File: src/logic/rtb_pkg.sv
`default_nettype none
package rtb_pkg;
	// ----------------------------------------------------------------
	// Register addresses on the configuration port
	// ----------------------------------------------------------------
	localparam logic [5:0] ADDR_STATE_INFO = 6'h2c; // State information
	localparam logic [5:0] ADDR_CONV_TEST  = 6'h2d; // Converter test
	localparam logic [5:0] ADDR_DAC_TEST   = 6'h2e; // Transmit DAC test
	localparam logic [5:0] ADDR_TOP_TEST   = 6'h2f; // Top-level test

	// ----------------------------------------------------------------
	// Field positions
	// ----------------------------------------------------------------
	localparam int CLK_STOP_BIT  = 15; // Converter clock stop
	localparam int CONV_I_LSB    = 8;  // In-phase sample low bit
	localparam int CONV_Q_LSB    = 0;  // Quadrature sample low bit
	localparam int SRC_LSB       = 12; // DAC source select low bit
	localparam int OVR_I_LSB     = 6;  // In-phase override low bit
	localparam int OVR_Q_LSB     = 0;  // Quadrature override low bit
	localparam int SELFTEST_BIT  = 7;  // Memory self-test run
	localparam int BATMON_BIT    = 6;  // Battery monitor test out
	localparam int DRIVE_SEL_BIT = 5;  // Control node drive select
	localparam int PD_BIT        = 4;  // Analog test power down
	localparam int ROUTE_LSB     = 0;  // Analog routing low bit

	// ----------------------------------------------------------------
	// Reset values and special codes
	// ----------------------------------------------------------------
	localparam logic [2:0] SRC_RESET      = 3'h0;
	localparam logic [5:0] OVR_RESET      = 6'h00;
	localparam logic       PD_RESET       = 1'h1;
	localparam logic [3:0] ROUTE_RESET    = 4'h0;
	localparam logic [3:0] ROUTE_LOOPBACK = 4'h7; // IF loop, node on pin
	localparam logic [3:0] ROUTE_MAX      = 4'h8; // Highest routing code
	localparam logic [2:0] SRC_OVERRIDE   = 3'h1;

	// DAC data sources
	typedef enum logic [2:0] {
		SRC_MODULATOR, SRC_OVR, SRC_CONV_HIGH, SRC_FILTERED,
		SRC_NOISE, SRC_CONV_LOW, SRC_MAGNITUDE, SRC_SAMPLE_DUMP
	} rtb_src_t;
endpackage
`default_nettype wire

File: src/logic/rtb_test_regs.sv
`timescale 1ns/1ps
`default_nettype none
module rtb_test_regs
	import rtb_pkg::*;
(
	input  wire logic        i_sys_clk,      // 25 MHz system clock
	input  wire logic        i_srst,         // Synchronous reset
	input  wire logic [5:0]  i_addr,         // Register address
	input  wire logic        i_wr_en,        // Write strobe
	input  wire logic [15:0] i_wr_data,      // Write word
	input  wire logic        i_rd_en,        // Read strobe
	output logic      [15:0] o_rd_data,      // Read word
	output logic             o_rd_valid,     // Read word valid
	input  wire logic [5:0]  i_present_state_code, // Frame control state
	input  wire logic [6:0]  i_conv_i,       // In-phase sample
	input  wire logic [6:0]  i_conv_q,       // Quadrature sample
	input  wire logic        i_conv_enable,  // Converter enabled
	input  wire logic        i_conv_clk_raw, // Converter clock source
	output logic             o_conv_clk_en,  // Converter clock gate
	input  wire logic [5:0]  i_mod_i,
	input  wire logic [5:0]  i_mod_q,
	input  wire logic [5:0]  i_filt_i,
	input  wire logic [5:0]  i_filt_q,
	input  wire logic [5:0]  i_noise_i,
	input  wire logic [5:0]  i_noise_q,
	input  wire logic [5:0]  i_mag_i,
	input  wire logic [5:0]  i_mag_q,
	input  wire logic [5:0]  i_dump_i,
	input  wire logic [5:0]  i_dump_q,
	output logic      [5:0]  o_dac_i,        // Transmit DAC in-phase
	output logic      [5:0]  o_dac_q,        // Transmit DAC quadrature
	output logic             o_memory_selftest_run,
	input  wire logic        i_selftest_result, // Self-test result
	output logic             o_selftest_pin, // Result to chosen pin
	output logic             o_battery_monitor_test_out,
	output logic             o_analog_test_powerdown,
	output logic      [3:0]  o_analog_test_routing, // Active routing
	output logic             o_routing_active, // Module up, code valid
	output logic             o_if_loopback,  // TX IF into RX IF
	output logic             o_pin_first_to_node, // First pin on node
	output logic             o_pin_second_drives_node,
	output logic             o_pin_second_senses_node,
	input  wire logic        i_control_node_open_loop, // Synth bit
	output logic             o_node_from_loop_filter,
	output logic             o_node_from_vc_dac
);
	// ----------------------------------------------------------------
	// Block state
	// ----------------------------------------------------------------
	typedef struct packed {
		logic        clk_stop;   // Converter clock stop
		logic [2:0]  src;        // DAC source select
		logic [5:0]  ovr_i;      // In-phase override
		logic [5:0]  ovr_q;      // Quadrature override
		logic        selftest;   // Memory self-test run
		logic        batmon;     // Battery monitor test out
		logic        drive_sel;  // Control node drive select
		logic        pd;         // Analog test power down
		logic [3:0]  route;      // Analog test routing
		logic [15:0] rd_data;    // Read word
		logic        rd_valid;   // Read word valid
	} rtb_st_t;

	rtb_st_t    st_q;      // Registered state
	rtb_st_t    st_d;      // Next state
	logic [15:0] rd_word;  // Combinational read mux
	logic        wr_state; // Write to state info
	logic        loop7;    // Routing 7 active

	// ----------------------------------------------------------------
	// Read mux
	// ----------------------------------------------------------------
	// Unused bits are forced low so stray host writes never show
	// reserved read zero
	always_comb begin
		rd_word = 16'h0000;
		case (i_addr)
			ADDR_STATE_INFO: rd_word[5:0] = i_present_state_code;
			ADDR_CONV_TEST: begin
				rd_word[CLK_STOP_BIT] = st_q.clk_stop;
				rd_word[CONV_I_LSB +: 7] = i_conv_i;
				rd_word[CONV_Q_LSB +: 7] = i_conv_q;
			end
			ADDR_DAC_TEST: begin
				rd_word[SRC_LSB +: 3]   = st_q.src;
				rd_word[OVR_I_LSB +: 6] = st_q.ovr_i;
				rd_word[OVR_Q_LSB +: 6] = st_q.ovr_q;
			end
			ADDR_TOP_TEST: begin
				rd_word[SELFTEST_BIT]  = st_q.selftest;
				rd_word[BATMON_BIT]    = st_q.batmon;
				rd_word[DRIVE_SEL_BIT] = st_q.drive_sel;
				rd_word[PD_BIT]        = st_q.pd;
				rd_word[ROUTE_LSB +: 4] = st_q.route;
			end
			default: rd_word = 16'h0000;
		endcase
	end

	// State info register is read-only; flag writes for coverage
	assign wr_state = i_wr_en && (i_addr == ADDR_STATE_INFO);

	// ----------------------------------------------------------------
	// Next state
	// ----------------------------------------------------------------
	// Samples and state code are never stored, so writes cannot hit them
	always_comb begin
		st_d = st_q;
		st_d.rd_valid = i_rd_en;
		if (i_rd_en) begin
			st_d.rd_data = rd_word;
		end
		if (i_wr_en) begin
			case (i_addr)
				ADDR_CONV_TEST: st_d.clk_stop = i_wr_data[CLK_STOP_BIT];
				ADDR_DAC_TEST: begin
					st_d.src   = i_wr_data[SRC_LSB +: 3];
					st_d.ovr_i = i_wr_data[OVR_I_LSB +: 6];
					st_d.ovr_q = i_wr_data[OVR_Q_LSB +: 6];
				end
				ADDR_TOP_TEST: begin
					st_d.selftest  = i_wr_data[SELFTEST_BIT];
					st_d.batmon    = i_wr_data[BATMON_BIT];
					st_d.drive_sel = i_wr_data[DRIVE_SEL_BIT];
					st_d.pd        = i_wr_data[PD_BIT];
					st_d.route     = i_wr_data[ROUTE_LSB +: 4];
				end
				default: st_d = st_d;
			endcase
		end
		if (i_srst) begin
			st_d          = '0;
			st_d.src      = SRC_RESET;
			st_d.ovr_i    = OVR_RESET;
			st_d.ovr_q    = OVR_RESET;
			st_d.pd       = PD_RESET;
			st_d.route    = ROUTE_RESET;
		end
	end

	// State register
	always_ff @(posedge i_sys_clk) begin
		st_q <= st_d;
	end

	// ----------------------------------------------------------------
	// Outputs
	// ----------------------------------------------------------------
	assign o_rd_data  = st_q.rd_data;
	assign o_rd_valid = st_q.rd_valid;

	assign o_conv_clk_en = i_conv_enable & i_conv_clk_raw & ~st_q.clk_stop;

	assign o_memory_selftest_run = st_q.selftest;
	assign o_selftest_pin = st_q.selftest & i_selftest_result;
	assign o_battery_monitor_test_out = st_q.batmon;
	assign o_analog_test_powerdown    = st_q.pd;

	// Codes above 8 route nothing; the pins stay idle
	// routing needs power
	assign o_routing_active = ~st_q.pd && (st_q.route <= ROUTE_MAX);
	assign o_analog_test_routing = o_routing_active ? st_q.route : 4'h0;
	assign loop7 = o_routing_active && (st_q.route == ROUTE_LOOPBACK);

	assign o_if_loopback       = loop7;
	assign o_pin_first_to_node = loop7;
	assign o_pin_second_drives_node = loop7 & st_q.drive_sel;
	assign o_pin_second_senses_node = loop7 & ~st_q.drive_sel;
	assign o_node_from_loop_filter =
		~o_pin_second_drives_node & ~i_control_node_open_loop;
	assign o_node_from_vc_dac =
		~o_pin_second_drives_node & i_control_node_open_loop;

	// ----------------------------------------------------------------
	// DAC source selection
	// ----------------------------------------------------------------
	rtb_dac_mux u_dac_mux (
		.i_sys_clk (i_sys_clk),
		.i_srst    (i_srst),
		.i_sel     (st_q.src),
		.i_ovr_i   (st_q.ovr_i),
		.i_ovr_q   (st_q.ovr_q),
		.i_conv_i  (i_conv_i),
		.i_conv_q  (i_conv_q),
		.i_mod_i   (i_mod_i),
		.i_mod_q   (i_mod_q),
		.i_filt_i  (i_filt_i),
		.i_filt_q  (i_filt_q),
		.i_noise_i (i_noise_i),
		.i_noise_q (i_noise_q),
		.i_mag_i   (i_mag_i),
		.i_mag_q   (i_mag_q),
		.i_dump_i  (i_dump_i),
		.i_dump_q  (i_dump_q),
		.o_dac_i   (o_dac_i),
		.o_dac_q   (o_dac_q)
	);

	// ----------------------------------------------------------------
	// Checks
	// ----------------------------------------------------------------
	// state code readback
	a_state_read: assert property (@(posedge i_sys_clk)
		disable iff (i_srst)
		i_rd_en && i_addr == ADDR_STATE_INFO |=>
		o_rd_data == {10'h000, $past(i_present_state_code)})
		else $error("state code read wrong");
	a_clk_stop: assert property (@(posedge i_sys_clk)
		disable iff (i_srst)
		st_q.clk_stop |-> !o_conv_clk_en)
		else $error("converter clock ran while stopped");
	a_sample_ro: assert property (@(posedge i_sys_clk)
		disable iff (i_srst)
		i_rd_en && i_addr == ADDR_CONV_TEST |=>
		o_rd_data[14:8] == $past(i_conv_i) &&
		o_rd_data[6:0] == $past(i_conv_q) && !o_rd_data[7])
		else $error("sample read wrong");
	a_src_store: assert property (@(posedge i_sys_clk)
		disable iff (i_srst)
		i_wr_en && i_addr == ADDR_DAC_TEST |=>
		st_q.src == $past(i_wr_data[14:12]))
		else $error("source select not stored");
	a_pd_reset: assert property (@(posedge i_sys_clk)
		i_srst |=> o_analog_test_powerdown && !o_memory_selftest_run &&
		!o_battery_monitor_test_out)
		else $error("test bits wrong after reset");
	a_route_gate: assert property (@(posedge i_sys_clk)
		disable iff (i_srst)
		o_analog_test_powerdown |-> !o_if_loopback &&
		o_analog_test_routing == 4'h0)
		else $error("routing active while powered down");
	a_loop_pin: assert property (@(posedge i_sys_clk)
		disable iff (i_srst)
		o_if_loopback |-> o_pin_first_to_node &&
		(o_pin_second_drives_node != o_pin_second_senses_node))
		else $error("loopback pins wrong");
	a_node_src: assert property (@(posedge i_sys_clk)
		disable iff (i_srst)
		!o_pin_second_drives_node |->
		o_node_from_vc_dac == i_control_node_open_loop)
		else $error("node source wrong");
	a_top_ro: assert property (@(posedge i_sys_clk)
		disable iff (i_srst)
		i_rd_en && i_addr == ADDR_TOP_TEST |=> o_rd_data[15:8] == 8'h00)
		else $error("reserved bits not zero");

	c_loop_drive: cover property (@(posedge i_sys_clk)
		o_pin_second_drives_node);
	c_override: cover property (@(posedge i_sys_clk)
		st_q.src == SRC_OVERRIDE);
	c_state_wr: cover property (@(posedge i_sys_clk) wr_state);
endmodule
`default_nettype wire

File: src/logic/rtb_dac_mux.sv
`timescale 1ns/1ps
`default_nettype none
// ----------------------------------------------------------------
// Transmit DAC source selector, registered output
// ----------------------------------------------------------------
module rtb_dac_mux
	import rtb_pkg::*;
(
	input  wire logic       i_sys_clk,
	input  wire logic       i_srst,
	input  wire logic [2:0] i_sel,
	input  wire logic [5:0] i_ovr_i,
	input  wire logic [5:0] i_ovr_q,
	input  wire logic [6:0] i_conv_i,
	input  wire logic [6:0] i_conv_q,
	input  wire logic [5:0] i_mod_i,
	input  wire logic [5:0] i_mod_q,
	input  wire logic [5:0] i_filt_i,
	input  wire logic [5:0] i_filt_q,
	input  wire logic [5:0] i_noise_i,
	input  wire logic [5:0] i_noise_q,
	input  wire logic [5:0] i_mag_i,
	input  wire logic [5:0] i_mag_q,
	input  wire logic [5:0] i_dump_i,
	input  wire logic [5:0] i_dump_q,
	output logic      [5:0] o_dac_i,
	output logic      [5:0] o_dac_q
);
	typedef struct packed {
		logic [5:0] dac_i;
		logic [5:0] dac_q;
	} rtb_mux_st_t;

	rtb_mux_st_t st_q; // Registered DAC words
	rtb_mux_st_t st_d; // Next DAC words

	// Source choice per code
	// source select decode
	always_comb begin
		st_d = st_q;
		case (rtb_src_t'(i_sel))
			SRC_MODULATOR: begin
				st_d.dac_i = i_mod_i;
				st_d.dac_q = i_mod_q;
			end
			SRC_OVR: begin
				st_d.dac_i = i_ovr_i;
				st_d.dac_q = i_ovr_q;
			end
			// High six of seven converter bits
			SRC_CONV_HIGH: begin
				st_d.dac_i = i_conv_i[6:1];
				st_d.dac_q = i_conv_q[6:1];
			end
			SRC_FILTERED: begin
				st_d.dac_i = i_filt_i;
				st_d.dac_q = i_filt_q;
			end
			SRC_NOISE: begin
				st_d.dac_i = i_noise_i;
				st_d.dac_q = i_noise_q;
			end
			// Low six converter bits
			SRC_CONV_LOW: begin
				st_d.dac_i = i_conv_i[5:0];
				st_d.dac_q = i_conv_q[5:0];
			end
			SRC_MAGNITUDE: begin
				st_d.dac_i = i_mag_i;
				st_d.dac_q = i_mag_q;
			end
			SRC_SAMPLE_DUMP: begin
				st_d.dac_i = i_dump_i;
				st_d.dac_q = i_dump_q;
			end
			default: begin
				st_d.dac_i = i_mod_i;
				st_d.dac_q = i_mod_q;
			end
		endcase
		if (i_srst) begin
			st_d = '0;
		end
	end

	// State register
	always_ff @(posedge i_sys_clk) begin
		st_q <= st_d;
	end

	assign o_dac_i = st_q.dac_i;
	assign o_dac_q = st_q.dac_q;

	a_ovr_to_dac: assert property (@(posedge i_sys_clk)
		disable iff (i_srst)
		i_sel == SRC_OVERRIDE |=> o_dac_i == $past(i_ovr_i))
		else $error("override not driven to dac");
	a_src_low: assert property (@(posedge i_sys_clk)
		disable iff (i_srst)
		i_sel == 3'h5 |=> o_dac_q == $past(i_conv_q[5:0]))
		else $error("converter low bits not selected");
endmodule
`default_nettype wire

File: config.mk
export PLATFORM = sky130hd
export DESIGN_NAME = rtb_test_regs
export DESIGN_NICKNAME = d
export VERILOG_FILES = /design/src/logic/rtb_pkg.sv /design/src/logic/rtb_test_regs.sv /design/src/logic/rtb_dac_mux.sv
export SDC_FILE = /design/constraint.sdc
export NUM_CORES = 1
export LEC_CHECK = 0
export BUFFER_PORTS_ARGS = -buffer_cell sky130_fd_sc_hd__buf_2
export CELL_PAD_IN_SITES_DETAIL_PLACEMENT = 1
export CELL_PAD_IN_SITES_GLOBAL_PLACEMENT = 1
export CORE_ASPECT_RATIO = 2
export CORE_MARGIN = 4
export CORE_UTILIZATION = 31
export DETAILED_ROUTE_END_ITERATION = 6
export PLACE_DENSITY = 0.78
export SLEW_MARGIN = 40
export SYNTH_ARGS = -nofsm -noshare
export SYNTH_HDL_FRONTEND = slang
export SYNTH_HIERARCHICAL = 1
export SYNTH_SLANG_ARGS = --single-unit
File: constraint.sdc
create_clock -name i_sys_clk -period 1.3 [get_ports i_sys_clk]
set_clock_uncertainty 0.05 [all_clocks]
set_input_delay 0.13 -clock i_sys_clk [delete_from_list [all_inputs] [get_ports i_sys_clk]]
set_output_delay 0.13 -clock i_sys_clk [all_outputs]
set_load 0.02 [all_outputs]
==> results.md, run 1 <==
- Post-cts hold buffer count: 0
- Yosys Warn Count: 6
- Dpl hpwl: 10.55 mm
- RSZ-0062 raised after global routing: yes
- Final Instance Area: 0.004949 mm^2
- Worst min-delay path class: input pin to register
- Synthesized flop and latch total: 53
- First-pass GRT wire length: 20.01 mm
- Leak: 0.002018 uW
- Router iterations before antenna repair: 4
- Slew Limit Headroom: roughly 73%
- Worst-case clock buffer depth: 2
- CP Capture Type: output port
- CTS Root Buffer Type: clkbuf_16
- Area of the die: 0.01258 mm^2
- Min setup slack post-route: -0.3572 ns
- Clock Power Share: 37.5%
- CTS Buf Count: 5
- Primary FF master, synth: dfxtp_1
- Max FO, Critical Path: 4
- EDFF count, synth: 0
- Critical path type: register to output port
- Chip Width: 81.35 um
- Status: complete, but fails checks
- Final ANT Viol Nets: 0
- Synth-to-layout area growth: 48.35%
- Number of remaining DRC errors: 0
- Initial core utilization: about a third
- P per Cell Area: 746.8 mW/mm^2
- Average routed wire per standard cell: around 22 um
- Actual slew at the worst max-slew pin: 0.4012 ns
- Chip Height: 154.7 um
- Initial drt markers: approximately 160
- Failing checks: setup timing
- Tot GR Track Use: 21.28%
- Row Count: 53
- Fmax: 0.6034 GHz
- Via Count: 3497
- Final #Nets: 619
- Clock transition at the registers of the reported paths: roughly 0.070 ns
- Mapped Area: approximately 0.0033 mm^2
- DR vias/cell: 5.363
- Max Slew Vio Count: 0
- Dpl cells: 623
- Worst VDD drop: 414.9 uV
- Number of global-route vias before repair: 3712
- Placed cell area: ~0.0043 mm^2
- Fin. Hold Viols: 0
- Total grt overflow: 0
- Switch share: 26.09%
- Final worst-path cycle share: 127.5%
- Top cell type's share of synthesized area: 31.81%
- Crit start category: register
- Layout cells sized above 1: 53.14%
- Number of setup violations in the final report: 22
- H-tree levels: 2
- Minimum clock period: 1.657 ns
- Ys async rst share: 0%
- Syn nets: 460
- Logic pwr share: roughly 17%
- Core area: 0.01054 mm^2
- TritonCTS clock tree: yes
- Post-Layout Cell Count: roughly 650
- Avg Inst Size Synth: approximately 9.5 um^2
- # port buffers: 154
- Worst EP required: 1.12 ns
- I/O pin total: 155
- P_sw: between 900 and 1000 uW
- Sequential area share after synthesis: 31.81%
- WP data arrival: 1.48 ns
- Top post-synthesis cells by area: dfxtp_1, mux2i_1, nand2b_1
- Max cap viols: 0
- Placer Congestion: a little under 0.9
- CTS sink cnt: 53
- Initial antenna violation count: 5
- Pin count of the biggest net entering global routing: 36
- Synth area leader: dfxtp_1
- Final WL: 14.67 mm
- Skew-Pair Late Insertion Delay: 0.30 ns
- Syn Inst Count: 350
- Distinct cells, synth: 44
- Hold WS: between 0.03 and 0.04 ns
- Part of the power in registers: between 40 and 50%
- Pint: ~2700 uW
## layout make-up
type / instances / area (um^2)
Antenna cell: 5 / 12.51
Clock buffer: 8 / 146.4
Fill cell: 1224 / 5595
Inverter: 4 / 15.01
Multi-Input combinational cell: 245 / 2186
Sequential cell: 53 / 1082
Tap cell: 137 / 171.4
Timing Repair Buffer: 200 / 1335
## worst paths after layout
| path | startpoint | end | slack, ns | cells after the start |
|---|---|---|---|---|
| worst max-delay path | st_q[19] | o_analog_test_routing[0] | -0.36 | 4 |
| worst min-delay path | i_wr_data[15] | st_q[40] | 0.04 | 3 |
| worst max register to register | st_q[38] | u_dac_mux/o_dac_q[4] | -0.16 | 5 |
| worst min register to register | o_rd_data[15] | o_rd_data[15] | 0.42 | 2 |
## logic make-up (layout without fill, tap and decap cells)
family | after synthesis | in the layout | share of synthesized area [%]
AND/OR/NAND/NOR | 121 | 122 | 21.57
buffers and inverters | 53 | 212 | 10.95
other | 0 | 5 | 0
flip-flops | 53 | 53 | 31.81
multiplexers | 65 | 65 | 22.13
AO/OA/AOI/OAI | 58 | 58 | 13.54
## state kept, by name, summed over array words and instances (netlist names)
signal                      flops
o_battery_monitor_test_out      1
o_rd_data                      16
o_rd_valid                      1
u_dac_mux/o_dac_q               6
o_analog_test_powerdown         1
st_q                           21
o_memory_selftest_run           1
u_dac_mux/o_dac_i               6
## placed cells by master, fill, tap and decap left out, types with 3 or more instances in the layout
cell and instances:
or3_4 3, o221a_1 8, a211oi_1 5, o22ai_1 8
nor3b_1 3, mux2_2 4, mux2i_4 5, buf_2 143
buf_4 27, and2_4 3, clkbuf_16 7, a311oi_1 8
nand2b_1 48, dfxtp_4 5, dfxtp_1 46, buf_6 23
mux2i_1 44, buf_12 4, mux4_2 5, a21oi_1 7
nor2_1 13, diode_2 5, nand3_1 20, nand4_1 3
nor3b_2 7, mux2i_2 6, inv_1 4, a211oi_2 6
## worst max-delay path, cell delays in order, from the launching register on
cell     delay (ns)
dfxtp_4        0.36
or3_4          0.38
a21oi_4        0.17
and2_4         0.16
buf_6          0.11
## metrics by stage
| step | worst slack [ns] | TNS [ns] | utilization [%] | power, uW |
|---|---|---|---|---|
| after CTS | -0.3925 | -3.830 | 44.62 | 3681 |
| final | -0.3572 | -4.313 | 46.93 | 3696 |
| after global placement | -0.1183 | -0.9761 | 40.75 | 2278 |
| after floorplan | -0.08049 | -0.4073 | - | 1991 |
| after global routing | -0.3990 | -4.941 | 46.93 | 3814 |
| after detailed placement | -0.1594 | -2.617 | 40.75 | 2293 |
## what timing repair did
item / CTS / global route
buffers inserted: 5 / 9
cloned: 3 / 2
pin swaps: 19 / 16
gates resized for setup: 49 / 41
setup endpoints to repair: 23 / 26
endpoints found under the hold margin: 0 / 0
## cell usage after synthesis, drive strengths merged, types with 3 or more instances
library cell  instances
a311oi                8
and2                  4
clkbuf               13
mux2i                55
buf                  36
o221a                10
inv                   4
mux2                  4
nor3b                11
nor2                 15
nand2                 4
nand2b               49
a211oi               11
mux4                  6
nor2b                 4
a21oi                 9
dfxtp                53
nand4                 3
o22ai                10
nand3                21
## metal layers
metal,part of all wire (%),track usage [%],vias up
li1,-,-,1593
met1,32,20.20,1698
met2,56,40.86,158
met3,5.6,3.263,48
met4,5.8,12.01,0
met5,0,0,-
## power by group through the flow
| stage | logic [uW] | registers, uW | clock network (uW) |
|---|---|---|---|
| 2_1_floorplan | 253 | 1740 | 0 |
| 3_3_place_gp | 567 | 1710 | 0 |
| 3_5_place_dp | 581 | 1710 | 0 |
| 4_1_cts | 606 | 1670 | 1410 |
| 5_1_grt | 682 | 1670 | 1460 |
| 6_report | 641 | 1670 | 1390 |
Note: power is estimated with default switching activity, not from simulation.
==> run 2, diff against run 1 <==
--- a/config.mk
+++ b/config.mk
@@ -13,6 +13,7 @@
 export CORE_UTILIZATION = 31
 export DETAILED_ROUTE_END_ITERATION = 6
 export PLACE_DENSITY = 0.78
+export REMOVE_ABC_BUFFERS = 1
 export SLEW_MARGIN = 40
 export SYNTH_ARGS = -nofsm -noshare
 export SYNTH_HDL_FRONTEND = slang
==> results.md, run 2 (synthesis results as in run 1) <==
- Placer Congestion: 0.9202
- Worst VDD drop: around 600 uV
- Total grt overflow: 0
- Chip Height: 154.7 um
- Synth-to-layout area growth: 46.47%
- Fin. Hold Viols: 0
- Worst EP required: 1.12 ns
- First-pass GRT wire length: 19.71 mm
- WP data arrival: 1.50 ns
- RSZ-0062 raised after global routing: yes
- Most common cell after layout, fill and taps aside: buf_2
- Final worst-path cycle share: 129.0%
- H-tree levels: 2
- Actual slew at the worst max-slew pin: 0.4712 ns
- Final WL: 14.05 mm
- Router iterations before antenna repair: 4
- Design Power: 3890 uW
- TritonCTS clock tree: yes
- CTS Root Buffer Type: clkbuf_16
- Crit start category: register
- Number of remaining DRC errors: 0
- Min setup slack post-route: -0.3765 ns
- Number of global-route vias before repair: between 3k and 4k
- Fillers: between 1k and 1.5k
- Max Slew Vio Count: 0
- Final #Nets: 617
- Core area: 0.01054 mm^2
- CTS sink cnt: 53
- Logic pwr share: 16.3%
- Skew-Pair Late Insertion Delay: 0.30 ns
- Dpl hpwl: 10.34 mm
- I/O pin total: 155
- Pin count of the biggest net entering global routing: 34
- Worst min-delay path class: input pin to register
- Worst-case clock buffer depth: 2
- Number of setup violations in the final report: 21
- P_sw: 967.9 uW
- # port buffers: 154
- HP Start: i_wr_data[14]
- Part of the power in registers: 42.9%
- Initial drt markers: 188
- Clock transition at the registers of the reported paths: 0.07 ns
- Row Count: 53
- Switch share: 24.88%
- Hold Path Sink: st_q[39]
- Critical path type: register to output port
- Setup slack, reg-to-reg: -0.15 ns
- Area of the die: between 0.01 and 0.015 mm^2
- Clock Power Share: 40.7%
- Layout cells sized above 1: 53.15%
- Max FO, Critical Path: 4
- Largest register FFs: 21
- Pint: between 2000 and 3000 uW
- CP Launch Point: st_q[18]
- Placed cell area: 0.004272 mm^2
- Origin of the critical flop-to-flop path: st_q[38]
- Status: complete, but fails checks
- Leak: approximately 0.002 uW
- Worst reg2reg path depth: 5
- DR vias/cell: about 5.4
- Average routed wire per standard cell: 21.75 um
- Tot GR Track Use: roughly a fifth
- Via Count: 3475
- Initial core utilization: around a third
- Minimum clock period: 1.676 ns
- Failing checks: setup timing
- Hold Path Depth: 3
- Fmax: 0.5965 GHz
- Max cap viols: 0
- Initial antenna violation count: 1
- Slew Limit Headroom: 68.56%
- Final Instance Area: roughly 0.0049 mm^2
- Top reg by flops: st_q
- Commonest cells after routing, fill and taps aside: buf_2, nand2b_1, mux2i_1
- FF-to-FF End: u_dac_mux/o_dac_i[2]
- Chip Width: 81.35 um
- CP Capture Type: output port
- Final ANT Viol Nets: 0
- CTS Buf Count: 5
- P per Cell Area: 796.2 mW/mm^2
==> run 2: cell types whose count changed in the layout (fill, tap and decap cells not counted), moves of 3 or more <==
cell     delta
buf_4       +4
diode_2     -4
buf_6      -10
mux2i_4     -4
mux2i_1     +3
==> run 2: stage by stage <==
step / worst slack, ns / util [%] / setup TNS, ns / hold WS, ns / cells
detailed placement: -0.1492 / 40.51 / -2.650 / 0.3618 / 631
finish: -0.3765 / 46.34 / -3.710 / 0.04777 / 646
floorplan: -0.9369 / - / -23.81 / 0.1491 / 301
CTS: -0.3527 / 43.34 / -2.860 / 0.04673 / 642
global route: -0.4289 / 46.34 / -4.590 / 0.05854 / 646
global placement: -0.07566 / 40.51 / -0.9988 / 0.3532 / 631
==> run 2: layout make-up <==
cell class,count,area [um^2],area share [%]
inverters,4,15.01,0.3073
clock inverters,1,30.03,0.6146
repair buffers,198,1297,26.56
multi-input cells,245,2150,43.99
well taps,137,171.4,3.508
diodes,1,2.502,0.05122
flip-flops and latches,53,1077,22.05
clock buffers,7,142.6,2.919
==> run 2: timing repair <==
action	4_1_cts	5_1_grt
hold buffers	0	0
setup endpoints to repair	23	26
cloned	2	2
gates resized for setup	24	66
buffers inserted	1	4
pin swaps	8	26
==> run 2: power groups by stage <==
stage	combinational [uW]	clock [uW]	sequential, uW
final	636	1580	1670
after global routing	676	1650	1670
after CTS	596	1600	1670
after detailed placement	590	0	1710
after global placement	574	0	1710
after floorplan	168	0	1760
==> run 2: critical path, stage by stage, from the launching register on <==
cell     delay [ns]
dfxtp_2        0.33
or3_4          0.40
a21oi_4        0.19
and2_4         0.17
buf_6          0.11
==> run 2: routing by layer <==
metal  wire length [um]  GRT usage, %  share of wire (%)
met1               4744         20.72                 34
met2               7802         37.00                 56
met3                753         3.963                5.4
met4                752         13.70                5.4
met5                  0             0                  0
==> run 2: worst max-delay path by stage <==
stage / endpoint / slack (ns) / cells past startpoint
3_5_place_dp: st_q[34] / -0.15 / 6
6_report: o_analog_test_routing[1] / -0.38 / 4
4_1_cts: o_analog_test_routing[0] / -0.35 / 4
3_3_place_gp: o_analog_test_routing[1] / -0.08 / 4
5_1_grt: o_analog_test_routing[1] / -0.43 / 4
2_1_floorplan: u_dac_mux/o_dac_i[5] / -0.94 / 3
